==> config.mk <==
export PLATFORM = sky130hd
export DESIGN_NAME = sqs_switch
export DESIGN_NICKNAME = d
export VERILOG_FILES = /design/src/hw/sqs_pkg.sv /design/src/hw/sqs_switch.sv
export SDC_FILE = /design/constraint.sdc
export NUM_CORES = 1
export LEC_CHECK = 0
export ABC_AREA = 0
export BUFFER_PORTS_ARGS = -buffer_cell sky130_fd_sc_hd__buf_4
export CORE_ASPECT_RATIO = 1.5
export CORE_UTILIZATION = 45
export CTS_CLUSTER_DIAMETER = 30
export DETAILED_ROUTE_END_ITERATION = 8
export GPL_ROUTABILITY_DRIVEN = 0
export GPL_TIMING_DRIVEN = 1
export PLACE_DENSITY = 0.7
export SLEW_MARGIN = 40
export SYNTH_ARGS = -nofsm -noshare
export SYNTH_HDL_FRONTEND = slang
export SYNTH_SLANG_ARGS = --single-unit
==> constraint.sdc <==
create_clock -name clk -period 4.4 [get_ports clk]
set_input_delay 0.22 -clock clk [delete_from_list [all_inputs] [get_ports clk]]
set_output_delay 0.22 -clock clk [all_outputs]
set_load 0.005 [all_outputs]
==> src/hw/sqs_pkg.sv <==
// Constants and types shared by the sequence switch block
package sqs_pkg;

    // -------------------------------------------------------------
    // Register byte offsets
    // -------------------------------------------------------------
    localparam logic [7:0] OFS_SWITCH_WORD = 8'h00;
    localparam logic [7:0] OFS_ACTIVE_WORD = 8'h04;
    localparam logic [7:0] OFS_IRQ_STATUS = 8'h08;
    localparam logic [7:0] OFS_IRQ_MASK = 8'h0c;
    localparam logic [7:0] OFS_SEQ_STATE = 8'h10;

    // -------------------------------------------------------------
    // Switch word fields
    // -------------------------------------------------------------
    localparam int BIT_SERVO_IGNORE = 0;
    localparam int BIT_ABS_IGNORE = 1;
    localparam int BIT_FWD_IGNORE = 2;
    localparam int BIT_REV_IGNORE = 3;
    localparam int BIT_ROT_TORQUE = 4;
    localparam int BIT_PWR_AUTORESET = 5;
    localparam int BIT_ALM_COAST = 6;
    localparam int BIT_ALM_KEEP_DB = 7;
    localparam int BIT_OT_EMG_DECEL = 8;
    localparam int BIT_OT_ZCLAMP = 9;
    localparam int POS_CTL_MODE = 10;
    localparam int POS_MSW_SEL = 12;
    localparam logic [15:0] SWITCH_WORD_RESET = 16'h0080;

    // -------------------------------------------------------------
    // Interrupt status bits
    // -------------------------------------------------------------
    localparam int EVT_ALARM = 0;
    localparam int EVT_OVERTRAVEL = 1;
    localparam int EVT_PWR_RECOVER = 2;
    localparam int EVT_MODE_SWITCH = 3;
    localparam int EVT_COUNT = 4;

    // -------------------------------------------------------------
    // Enumerations
    // -------------------------------------------------------------
    typedef enum logic [1:0] {
        CTL_SPEED = 2'b00,
        CTL_SPEED_ZCLAMP = 2'b01,
        CTL_TORQUE_I = 2'b10,
        CTL_TORQUE_II = 2'b11
    } sqs_ctl_mode_t;

    typedef enum logic [1:0] {
        MSW_TORQUE = 2'b00,
        MSW_SPEED = 2'b01,
        MSW_ACCEL = 2'b10,
        MSW_OFF = 2'b11
    } sqs_msw_sel_t;

    typedef enum logic [2:0] {
        SEQ_OFF = 3'b000,
        SEQ_RUN = 3'b001,
        SEQ_ALM_STOP = 3'b010,
        SEQ_ALM_HOLD = 3'b011,
        SEQ_OT_DECEL = 3'b100,
        SEQ_OT_HOLD = 3'b101,
        SEQ_OT_STOP = 3'b110
    } sqs_seq_t;

endpackage

==> src/hw/sqs_switch.sv <==
// Sequence switch word, stop sequences and AHB-Lite register slave
`timescale 1ns/1ps
`default_nettype none

module sqs_switch (
    // Clock and reset
    input wire logic clk,
    input wire logic resetn,
    // AHB-Lite slave
    input wire logic hsel,
    input wire logic [7:0] haddr,
    input wire logic [1:0] htrans,
    input wire logic hwrite,
    input wire logic [2:0] hsize,
    input wire logic [31:0] hwdata,
    input wire logic hready,
    output logic hreadyout,
    output logic [31:0] hrdata,
    output logic hresp,
    // Contact inputs from the host controller
    input wire logic servo_on_input,
    input wire logic absolute_data_request_input,
    input wire logic forward_travel_block_input,
    input wire logic reverse_travel_block_input,
    input wire logic alarm_reset_input,
    // Drive status
    input wire logic drive_power_restart,
    input wire logic alarm_detect,
    input wire logic power_loss,
    input wire logic motor_running,
    input wire logic motor_stopped,
    input wire logic torque_limit_active,
    input wire logic torque_ref_over_level,
    input wire logic speed_ref_over_level,
    input wire logic accel_over_level,
    // Sequence outputs
    output logic rotation_detect_output,
    output logic servo_enable,
    output logic dynamic_brake,
    output logic emg_stop_torque_decel,
    output logic zero_clamp,
    output logic forward_permit,
    output logic reverse_permit,
    output logic [1:0] control_mode,
    output logic mode_switch_active,
    output logic irq
);

    typedef struct packed {
        logic [15:0] word;
        logic [15:0] active;
        logic loaded;
        sqs_pkg::sqs_seq_t seq;
        logic alarm;
        logic pwr_lost;
        logic [sqs_pkg::EVT_COUNT-1:0] status;
        logic [sqs_pkg::EVT_COUNT-1:0] mask;
        logic wr_pend;
        logic [7:0] wr_addr;
        logic [31:0] rdata;
        logic irq;
        logic rot;
        logic servo;
        logic brake;
        logic emg;
        logic zclamp;
        logic fwd_ok;
        logic rev_ok;
        logic [1:0] mode;
        logic msw;
    } sqs_state_t;

    localparam sqs_state_t STATE_RESET = '{
        word: sqs_pkg::SWITCH_WORD_RESET,
        active: sqs_pkg::SWITCH_WORD_RESET,
        loaded: 1'b0,
        seq: sqs_pkg::SEQ_OFF,
        alarm: 1'b0,
        pwr_lost: 1'b0,
        status: '0,
        mask: '0,
        wr_pend: 1'b0,
        wr_addr: 8'h00,
        rdata: 32'h0000_0000,
        irq: 1'b0,
        rot: 1'b0,
        servo: 1'b0,
        brake: 1'b0,
        emg: 1'b0,
        zclamp: 1'b0,
        fwd_ok: 1'b0,
        rev_ok: 1'b0,
        mode: 2'b00,
        msw: 1'b0
    };

    sqs_state_t r;
    sqs_state_t next_r;

    function automatic logic [31:0] read_mux(input sqs_state_t s, input logic [7:0] a);
        logic [31:0] d;
        d = 32'h0000_0000;
        case (a)
            sqs_pkg::OFS_SWITCH_WORD: d = {16'h0000, s.word};
            sqs_pkg::OFS_ACTIVE_WORD: d = {16'h0000, s.active};
            sqs_pkg::OFS_IRQ_STATUS: d = {28'h0000000, s.status};
            sqs_pkg::OFS_IRQ_MASK: d = {28'h0000000, s.mask};
            sqs_pkg::OFS_SEQ_STATE: d = {24'h000000, s.alarm, s.seq, s.mode, s.msw, s.loaded};
            default: d = 32'h0000_0000;
        endcase
        return d;
    endfunction

    // -------------------------------------------------------------
    // Next-state logic
    // -------------------------------------------------------------
    logic [15:0] cfg;
    logic servo_req;
    logic abs_ok;
    logic fwd_block;
    logic rev_block;
    logic ready;
    logic ot;
    logic addr_take;
    logic [sqs_pkg::EVT_COUNT-1:0] evt;
    logic [sqs_pkg::EVT_COUNT-1:0] w1c;

    always_comb
    begin
        next_r = r;
        cfg = r.active;
        evt = '0;
        w1c = '0;
        servo_req = cfg[sqs_pkg::BIT_SERVO_IGNORE] | servo_on_input;
        abs_ok = cfg[sqs_pkg::BIT_ABS_IGNORE] | absolute_data_request_input;
        fwd_block = ~cfg[sqs_pkg::BIT_FWD_IGNORE] & forward_travel_block_input;
        rev_block = ~cfg[sqs_pkg::BIT_REV_IGNORE] & reverse_travel_block_input;
        ready = servo_req & abs_ok;
        ot = fwd_block | rev_block;

        // Only the first load after reset or a drive power restart moves the written word into use
        if (!r.loaded || drive_power_restart)
        begin
            next_r.active = r.word;
            next_r.loaded = 1'b1;
        end

        // Alarm latch; power loss counts as an alarm
        next_r.pwr_lost = power_loss;
        if (alarm_reset_input && !alarm_detect && !power_loss)
            next_r.alarm = 1'b0;
        if (r.pwr_lost && !power_loss)
        begin
            evt[sqs_pkg::EVT_PWR_RECOVER] = 1'b1;
            if (cfg[sqs_pkg::BIT_PWR_AUTORESET] && !alarm_detect)
                next_r.alarm = 1'b0;
        end
        if (alarm_detect || power_loss)
            next_r.alarm = 1'b1;
        evt[sqs_pkg::EVT_ALARM] = next_r.alarm & ~r.alarm;

        // Stop sequences; alarm outranks loss of servo request, which outranks overtravel
        case (r.seq)
            sqs_pkg::SEQ_OFF:
                if (next_r.alarm)
                    next_r.seq = sqs_pkg::SEQ_ALM_STOP;
                else if (ready && !ot)
                    next_r.seq = sqs_pkg::SEQ_RUN;
            sqs_pkg::SEQ_RUN:
                if (next_r.alarm)
                    next_r.seq = sqs_pkg::SEQ_ALM_STOP;
                else if (!ready)
                    next_r.seq = sqs_pkg::SEQ_OFF;
                else if (ot)
                begin
                    evt[sqs_pkg::EVT_OVERTRAVEL] = 1'b1;
                    if (cfg[sqs_pkg::BIT_OT_EMG_DECEL])
                        next_r.seq = sqs_pkg::SEQ_OT_DECEL;
                    else
                        next_r.seq = sqs_pkg::SEQ_OT_STOP;
                end
            sqs_pkg::SEQ_ALM_STOP:
                if (!next_r.alarm)
                    next_r.seq = sqs_pkg::SEQ_OFF;
                else if (motor_stopped)
                    next_r.seq = sqs_pkg::SEQ_ALM_HOLD;
            sqs_pkg::SEQ_ALM_HOLD:
                if (!next_r.alarm)
                    next_r.seq = sqs_pkg::SEQ_OFF;
            sqs_pkg::SEQ_OT_DECEL:
                if (next_r.alarm)
                    next_r.seq = sqs_pkg::SEQ_ALM_STOP;
                else if (!ready)
                    next_r.seq = sqs_pkg::SEQ_OFF;
                else if (motor_stopped)
                    next_r.seq = sqs_pkg::SEQ_OT_HOLD;
            sqs_pkg::SEQ_OT_HOLD, sqs_pkg::SEQ_OT_STOP:
                if (next_r.alarm)
                    next_r.seq = sqs_pkg::SEQ_ALM_STOP;
                else if (!ready)
                    next_r.seq = sqs_pkg::SEQ_OFF;
                else if (!ot)
                    next_r.seq = sqs_pkg::SEQ_RUN;
            default:
                next_r.seq = sqs_pkg::SEQ_OFF;
        endcase

        // Registered sequence outputs; servo, emg, zclamp and brake decoded from the next state
        next_r.servo = (next_r.seq == sqs_pkg::SEQ_RUN) || (next_r.seq == sqs_pkg::SEQ_OT_DECEL)
            || ((next_r.seq == sqs_pkg::SEQ_OT_HOLD) && cfg[sqs_pkg::BIT_OT_ZCLAMP]);
        next_r.emg = next_r.seq == sqs_pkg::SEQ_OT_DECEL;
        next_r.zclamp = (next_r.seq == sqs_pkg::SEQ_OT_HOLD) && cfg[sqs_pkg::BIT_OT_ZCLAMP];
        next_r.brake = !cfg[sqs_pkg::BIT_ALM_COAST]
            && ((next_r.seq == sqs_pkg::SEQ_ALM_STOP) || (next_r.seq == sqs_pkg::SEQ_OT_STOP)
            || ((next_r.seq == sqs_pkg::SEQ_ALM_HOLD) && cfg[sqs_pkg::BIT_ALM_KEEP_DB]));
        next_r.fwd_ok = ~fwd_block;
        next_r.rev_ok = ~rev_block;
        next_r.rot = cfg[sqs_pkg::BIT_ROT_TORQUE] ? torque_limit_active : motor_running;
        next_r.mode = cfg[sqs_pkg::POS_CTL_MODE +: 2];
        case (sqs_pkg::sqs_msw_sel_t'(cfg[sqs_pkg::POS_MSW_SEL +: 2]))
            sqs_pkg::MSW_TORQUE: next_r.msw = torque_ref_over_level;
            sqs_pkg::MSW_SPEED: next_r.msw = speed_ref_over_level;
            sqs_pkg::MSW_ACCEL: next_r.msw = accel_over_level;
            default: next_r.msw = 1'b0;
        endcase
        evt[sqs_pkg::EVT_MODE_SWITCH] = next_r.msw & ~r.msw;

        // Bus data phase: write lands one cycle after its address phase
        if (r.wr_pend)
        begin
            case (r.wr_addr)
                sqs_pkg::OFS_SWITCH_WORD: next_r.word = hwdata[15:0];
                sqs_pkg::OFS_IRQ_STATUS: w1c = hwdata[sqs_pkg::EVT_COUNT-1:0];
                sqs_pkg::OFS_IRQ_MASK: next_r.mask = hwdata[sqs_pkg::EVT_COUNT-1:0];
                default: w1c = '0;
            endcase
        end
        // A new event beats a same-cycle clear
        next_r.status = (r.status & ~w1c) | evt;
        next_r.irq = |(next_r.status & next_r.mask);

        addr_take = hsel && hready && htrans[1];
        next_r.wr_pend = addr_take && hwrite;
        next_r.wr_addr = haddr;
        next_r.rdata = (addr_take && !hwrite) ? read_mux(next_r, haddr) : 32'h0000_0000;
    end

    // -------------------------------------------------------------
    // State register
    // -------------------------------------------------------------
    always_ff @(posedge clk or negedge resetn)
    begin
        if (!resetn)
            r <= STATE_RESET;
        else
            r <= next_r;
    end

    assign hreadyout = 1'b1;
    assign hresp = 1'b0;
    assign hrdata = r.rdata;
    assign rotation_detect_output = r.rot;
    assign servo_enable = r.servo;
    assign dynamic_brake = r.brake;
    assign emg_stop_torque_decel = r.emg;
    assign zero_clamp = r.zclamp;
    assign forward_permit = r.fwd_ok;
    assign reverse_permit = r.rev_ok;
    assign control_mode = r.mode;
    assign mode_switch_active = r.msw;
    assign irq = r.irq;
endmodule

`default_nettype wire

==> impl_results.md, run 1 <==
* Initial DRT Pass Iterations at 4
* Die span in x at 76.0 um
* Gr usage total at 19.6%
* Row count at 40
* GR Overflow Total at 0
* Minimum clock period at 2400 ps
* Initial antenna violation count at 0
* Netlist Area Pre-Place at 3690 um^2
* ANT nets after route at 0
* Critical path capture point type: flip-flop
* Critical path launch point type: flip-flop
* Most frequent cells in the layout: dfrtp_1, buf_4, mux2_2, nand2_1, conb_1
* Ant. Diodes at 0
* Setup violators final at 0
* Final Slew Violations at 0
* Arrival time at the worst endpoint at 2630 ps
* Dpl hpwl at 5.56 mm
* Worst-margin pin slew at 738 ps
* WL/cell at 16.4 um
* Worst path bufs/invs at 2
* Unique masters post-synth at 62
* Post-Synthesis Cells at 304
* Full die area at 8580 um^2
* Post-synth ARST share at 100%
* Worst Setup Path Type: flip-flop to flip-flop
* Sink Count at 82
* Crit-path max cell delay at 550 ps
* CTS tree: done
* Vias after detailed routing at 2,523
* Post-layout net count at 432
* DR iter-0 viols at 165
* Peak supply drop at 0.000264 V
* Outcome: complete, no violations
* Seq/Total Area, Yosys at 55.6%
* Ys Warns at 0
* Largest net degree at the start of global routing at 83
* First-pass GRT wire length at 12.8 mm
* CORE AREA at 7960 um^2
* Leading cell type in the layout, fill and taps excluded: dfrtp_1
* Worst-path cell chain: or4b_4 > nor3b_4 > buf_4 > buf_6 > mux2_2 > a22o_1 > o21ba_2
* Setup TNS at 0 ps
* Hold Path Class: input pin to flip-flop
* Cts bufs inserted at 9
* Clock Tree Buf Depth at 2
* Share of cells above drive strength 1 at 36.7%
* Via density per instance at 5.28
* Post-CTS Resized at 0
* Crit-path slowest cell: or4b_4
* H-tree depth at 3
* Final Non-Filler Cells at 478
* Worst-path fanout max at 10
* Req. time, crit path at 4630 ps
* WL final at 7.86 mm
* Top Ports at 109
* Flop and latch count out of synthesis at 82
* P&R area growth vs syn at 22.2%
* IO Port Bufs at 70
* Critical path's top delay family: simple AND/OR/NAND/NOR gates
* Initial Utilization at 46.4%
* Setup bufs post-CTS at 0
* EDFF count, synth at 0
* Fmax at 416 MHz
* Vias in the first global route at 2,575
* Max cap viols at 0
* Post-route DRC at 0
* Avg Cell Area, Syn at 12.1 um^2
* Clk Latency, worst-skew pair at 340 ps
* P_leak at 2.12 nW
* Most used DFF post-synth: dfrtp_1
* CTS Root Cell: clkbuf_16
* Clock-pin slew on the worst setup and hold paths at 60 ps
* Final period util at 54.6%
* Pwr per Cell Area at 369 nW/um^2
* Clock Skew at 4.82 ps
* Hold Fails Final Rpt at 0
* Dpl cells at 457
* Die H at 113 um
* RSZ-0062 raised after global routing: no
* Slew headroom at 50.8%
==> repair_timing <==
item                                    in CTS  in global routing
endpoints found under the setup margin       0                  0
hold buffers                                 5                  0
hold endpoints to repair                    84                  0
==> synthesized netlist by cell type, types with 3 or more instances <==
cell type | instances | area (um^2)
nor2b_1 | 4 | 25.0
nand4b_1 | 4 | 35.0
nand2_1 | 27 | 101
a2bb2oi_1 | 4 | 35.0
a21oi_1 | 13 | 65.1
clkbuf_1 | 3 | 11.3
mux2_2 | 36 | 405
nand2b_1 | 4 | 25.0
a22o_1 | 4 | 35.0
nand3_1 | 5 | 25.0
dfrtp_1 | 80 | 2000
nor2_1 | 7 | 26.3
buf_4 | 36 | 270
inv_1 | 10 | 37.5
==> routing by layer <==
metal	routed length, um	track usage, %	share of wire (%)	vias to the layer above
met5	0	0	0	-
met4	251	11.8	3.2	0
met3	385	3.55	4.9	20
met2	4200	34.7	53	97
met1	3020	21.9	38	1240
li1	-	-	-	1166
==> cell families (layout without fill, tap and decap cells) <==
logic type | Yosys count | after routing | share of synthesized area, %
flops | 82 | 82 | 55.6
simple gates | 75 | 75 | 12.3
mux | 39 | 39 | 11.8
other cells | 2 | 19 | 0.203
buf+inv | 54 | 106 | 9.52
compound gates | 52 | 52 | 10.5
==> registers in the layout, indices dropped and copies added (netlist names) <==
register,count
servo_enable,1
reverse_permit,1
mode_switch_active,1
rotation_detect_output,1
r,39
forward_permit,1
control_mode,2
zero_clamp,1
cfg,16
irq,1
dynamic_brake,1
hrdata,16
emg_stop_torque_decel,1
==> where the power goes <==
part           internal (mW)  total, mW  switching [mW]
Combinational         0.0515      0.108          0.0561
Clock                  0.496      0.776           0.280
Sequential             0.771      0.781          0.0105
Total                   1.32       1.67           0.347
==> layout make-up <==
cell class	instances	area, um^2
fillers	680	3450
flip-flops and latches	82	2050
multi-input cells	185	1360
repair buffers	80	621
clock buffers	11	233
well taps	105	131
clock inverters	5	78.8
inverters	10	37.5
==> per-stage QoR <==
step           area, um^2  setup WS, ps  hold slack [ps]  util [%]  power [mW]
3_3_place_gp         4130          1660              347      51.9       0.897
4_1_cts              4510          1990            0.548      56.7        1.69
3_5_place_dp         4150          2000              313      52.2       0.900
6_report             4510          2000             12.2      56.7        1.67
2_1_floorplan        3760          2260            -75.6         -       0.842
5_1_grt              4510          1940             9.04      56.7        1.73
==> worst paths after layout <==
path | start | cells past startpoint | to | slack (ps)
min reg2reg | cfg[11] | 0 | control_mode[1] | 410
max in group asynchronous | resetn | 2 | hrdata[0] | 3390
max | r[46] | 7 | hrdata[4] | 2000
min | power_loss | 1 | r[60] | 10
max reg2reg | r[46] | 7 | hrdata[4] | 2000
min in group asynchronous | resetn | 2 | dynamic_brake | 490
(Power assumes the default switching activity.)
==> run 2, diff against run 1 <==
--- a/config.mk
+++ b/config.mk
@@ -13,7 +13,7 @@
 export DETAILED_ROUTE_END_ITERATION = 8
 export GPL_ROUTABILITY_DRIVEN = 0
 export GPL_TIMING_DRIVEN = 1
-export PLACE_DENSITY = 0.7
+export PLACE_DENSITY = 0.73
 export SLEW_MARGIN = 40
 export SYNTH_ARGS = -nofsm -noshare
 export SYNTH_HDL_FRONTEND = slang
==> constraint.sdc (replaced) <==
create_clock -name clk -period 2.1 [get_ports clk]
set_input_delay 0.105 -clock clk [delete_from_list [all_inputs] [get_ports clk]]
set_output_delay 0.105 -clock clk [all_outputs]
set_load 0.005 [all_outputs]
==> impl_results.md, run 2 (synthesis gave the netlist of run 1 again) <==
* Hold path startpoint: hwdata[9]
* Clock-pin slew on the worst setup and hold paths at 60 ps (about the same)
* Ant. Diodes at 0 (unchanged)
* Worst Setup Path Type: flip-flop to flip-flop
* Largest net degree at the start of global routing at 48 (-42%)
* Dpl hpwl at 5.82 mm (+4.7%)
* Setup TNS at 0 ps (unchanged)
* Hold Path Cell Cnt at 2 (+1)
* Leading cell type in the layout, fill and taps excluded: buf_4
* Reg2reg start: r[46]
* Vias after detailed routing at 2,627 (+4.1%)
* Arrival time at the worst endpoint at 2320 ps (-310 ps)
* Worst-margin pin slew at 642 ps (-96.1 ps)
* CTS Root Cell: clkbuf_16
* Storage cell area at 2050 um^2 (unchanged)
* Net switching power figure at 0.759 mW (+120%)
* Vias in the first global route at 2,661 (+3.3%)
* Final Slew Violations at 0 (unchanged)
* Critical path capture point type: flip-flop
* Number of flip-flops under the largest register name at 39 (unchanged)
* WL/cell at 16.7 um (+1.7%)
* Crit-path slowest cell: or4b_4
* Post-layout net count at 457 (+5.8%)
* Die H at 113 um (unchanged)
* Logic pwr share at 6.9% (+0.4 points)
* R2R Setup Slk at 9 ps (-1990 ps)
* Dpl cells at 474 (+3.7%)
* Initial DRT Pass Iterations at 4 (unchanged)
* Full die area at 8580 um^2 (unchanged)
* Hold Fails Final Rpt at 0 (unchanged)
* Req. time, crit path at 2330 ps (-2300 ps)
* Worst-path fanout max at 4 (-6)
* Slew headroom at 56.1% (+5.3 points)
* Fill cell count at 633 (-6.9%)
* Final period util at 99.6% (+45 points)
* P&R area growth vs syn at 32.2%
* Reg2Reg Depth at 6 (-1)
* Max cap viols at 0 (unchanged)
* Setup violators final at 0 (unchanged)
* Worst-path cell chain: or4b_4 > nor3b_4 > buf_6 > mux2_4 > a22o_1 > o21ba_4
* Int Power at 3.06 mW (+130%)
* Hold Path Class: input pin to flip-flop
* Clock Tree Buf Depth at 2 (unchanged)
* Area occupied by multi-input gates at 1440 um^2 (+6.1%)
* Share of cells above drive strength 1 at 41.7% (+5.0 points)
* Gr usage total at 20.5% (+0.88 points)
* IO Port Bufs at 70 (unchanged)
* First-pass GRT wire length at 13.3 mm (+4.4%)
* Minimum clock period at 2090 ps (-312 ps)
* Crit-path max cell delay at 560 ps (about the same)
* Worst R2R End: hrdata[4]
* Clock power share at 50.3% (+3.7 points)
* Share of power burned in registers at 42.8% (-4.1 points)
* Most frequent cells in the layout: buf_4, dfrtp_1, mux2_2, nand2_1, conb_1
* Hold slack at 14.5 ps (+2.21 ps)
* Final Non-Filler Cells at 503 (+5.2%)
* Peak supply drop at 0.000473 V (+79%)
* Final setup margin at 9.03 ps (-1990 ps)
* GR Overflow Total at 0 (unchanged)
* Initial antenna violation count at 0 (unchanged)
* DP Worst Slack at -64.2 ps (-2060 ps)
* Largest Register: r
* ANT nets after route at 0 (unchanged)
* RSZ-0062 raised after global routing: yes
* Worst Hold End: r[91]
* H-tree depth at 3 (unchanged)
* Final core occ at 61.3% (+4.6 points)
* Pwr per Cell Area at 782 nW/um^2 (+110%)
* Via density per instance at 5.22 (-1.1%)
* Clk Latency, worst-skew pair at 340 ps (about the same)
* Die span in x at 76.0 um (unchanged)
* WL final at 8.41 mm (+7.0%)
* Cts bufs inserted at 9 (unchanged)
* Top Ports at 109 (unchanged)
* Sink Count at 82 (unchanged)
* Outcome: complete, no violations
* CTS tree: done
* CORE AREA at 7960 um^2 (unchanged)
* Row count at 40 (unchanged)
* P_leak at 2.28 nW (+8.0%)
* Sw Share at 19.9% (-0.96 points)
* Initial Utilization at 46.4% (unchanged)
* DR iter-0 viols at 199 (+21%)
* Critical path launch point type: flip-flop
* Fmax at 478 MHz (+15%)
* Clock Skew at 5.81 ps (+0.989 ps)
* Post-route DRC at 0 (unchanged)
## run 2: cell types whose count changed in the layout (fill, tap and decap cells not counted), sizes merged
cell and change:
buf +18, dlygate4sd3 +7, bufinv +2, clkinv -2
## run 2: power by group through the flow
stage               logic, mW  clock network, mW  registers (mW)
finish                  0.263               1.92            1.63
global route            0.287               2.02            1.63
CTS                     0.262               1.94            1.63
detailed placement      0.242                  0            1.66
global placement        0.237                  0            1.66
floorplan               0.105                  0            1.66
## run 2: timing repair
action / in CTS / in global routing
resized for setup: 11 / 16
setup buffers: 1 / 0
endpoints found under the hold margin: 54 / 0
endpoints found under the setup margin: 13 / 17
pin swaps: 3 / 5
hold buffers: 12 / 0
## run 2: worst max-delay path by stage
stage / startpoint / end / slack (ps) / cells after the start
floorplan: r[46] / hrdata[2] / 10 / 5
global placement: r[46] / hrdata[13] / -40 / 7
detailed placement: r[46] / hrdata[14] / -60 / 7
CTS: r[43] / hrdata[4] / -7 / 6
global route: r[46] / hrdata[4] / -40 / 6
finish: r[46] / hrdata[4] / 9 / 6
## run 2: layout make-up
| class | instances | share of cell area (%) |
|---|---|---|
| Clock buffer | 11 | 4.97 |
| Inverter | 10 | 0.769 |
| Sequential cell | 82 | 42.1 |
| Multi-Input combinational cell | 185 | 29.5 |
| Clock inverter | 5 | 2.56 |
| Timing Repair Buffer | 105 | 17.4 |
| Tap cell | 105 | 2.69 |
## run 2: routing by layer
layer | up-vias | routed length (um) | track usage, %
met5 | - | 0 | 0
met4 | 0 | 226 | 9.62
met3 | 19 | 374 | 5.24
met2 | 81 | 4510 | 35.9
met1 | 1314 | 3290 | 23.4
li1 | 1213 | - | -
## run 2: critical path: cells and delay by family, from the launching register on
family	cells	cell delay, ps
mux	1	300
buf+inv	1	150
simple gates	2	750
compound gates	2	410
flops	1	370
## run 2: through the flow
step	instance area (um^2)	power, mW
CTS	4820	3.83
detailed placement	4290	1.90
global route	4880	3.94
finish	4880	3.82
global placement	4290	1.89
floorplan	3760	1.76
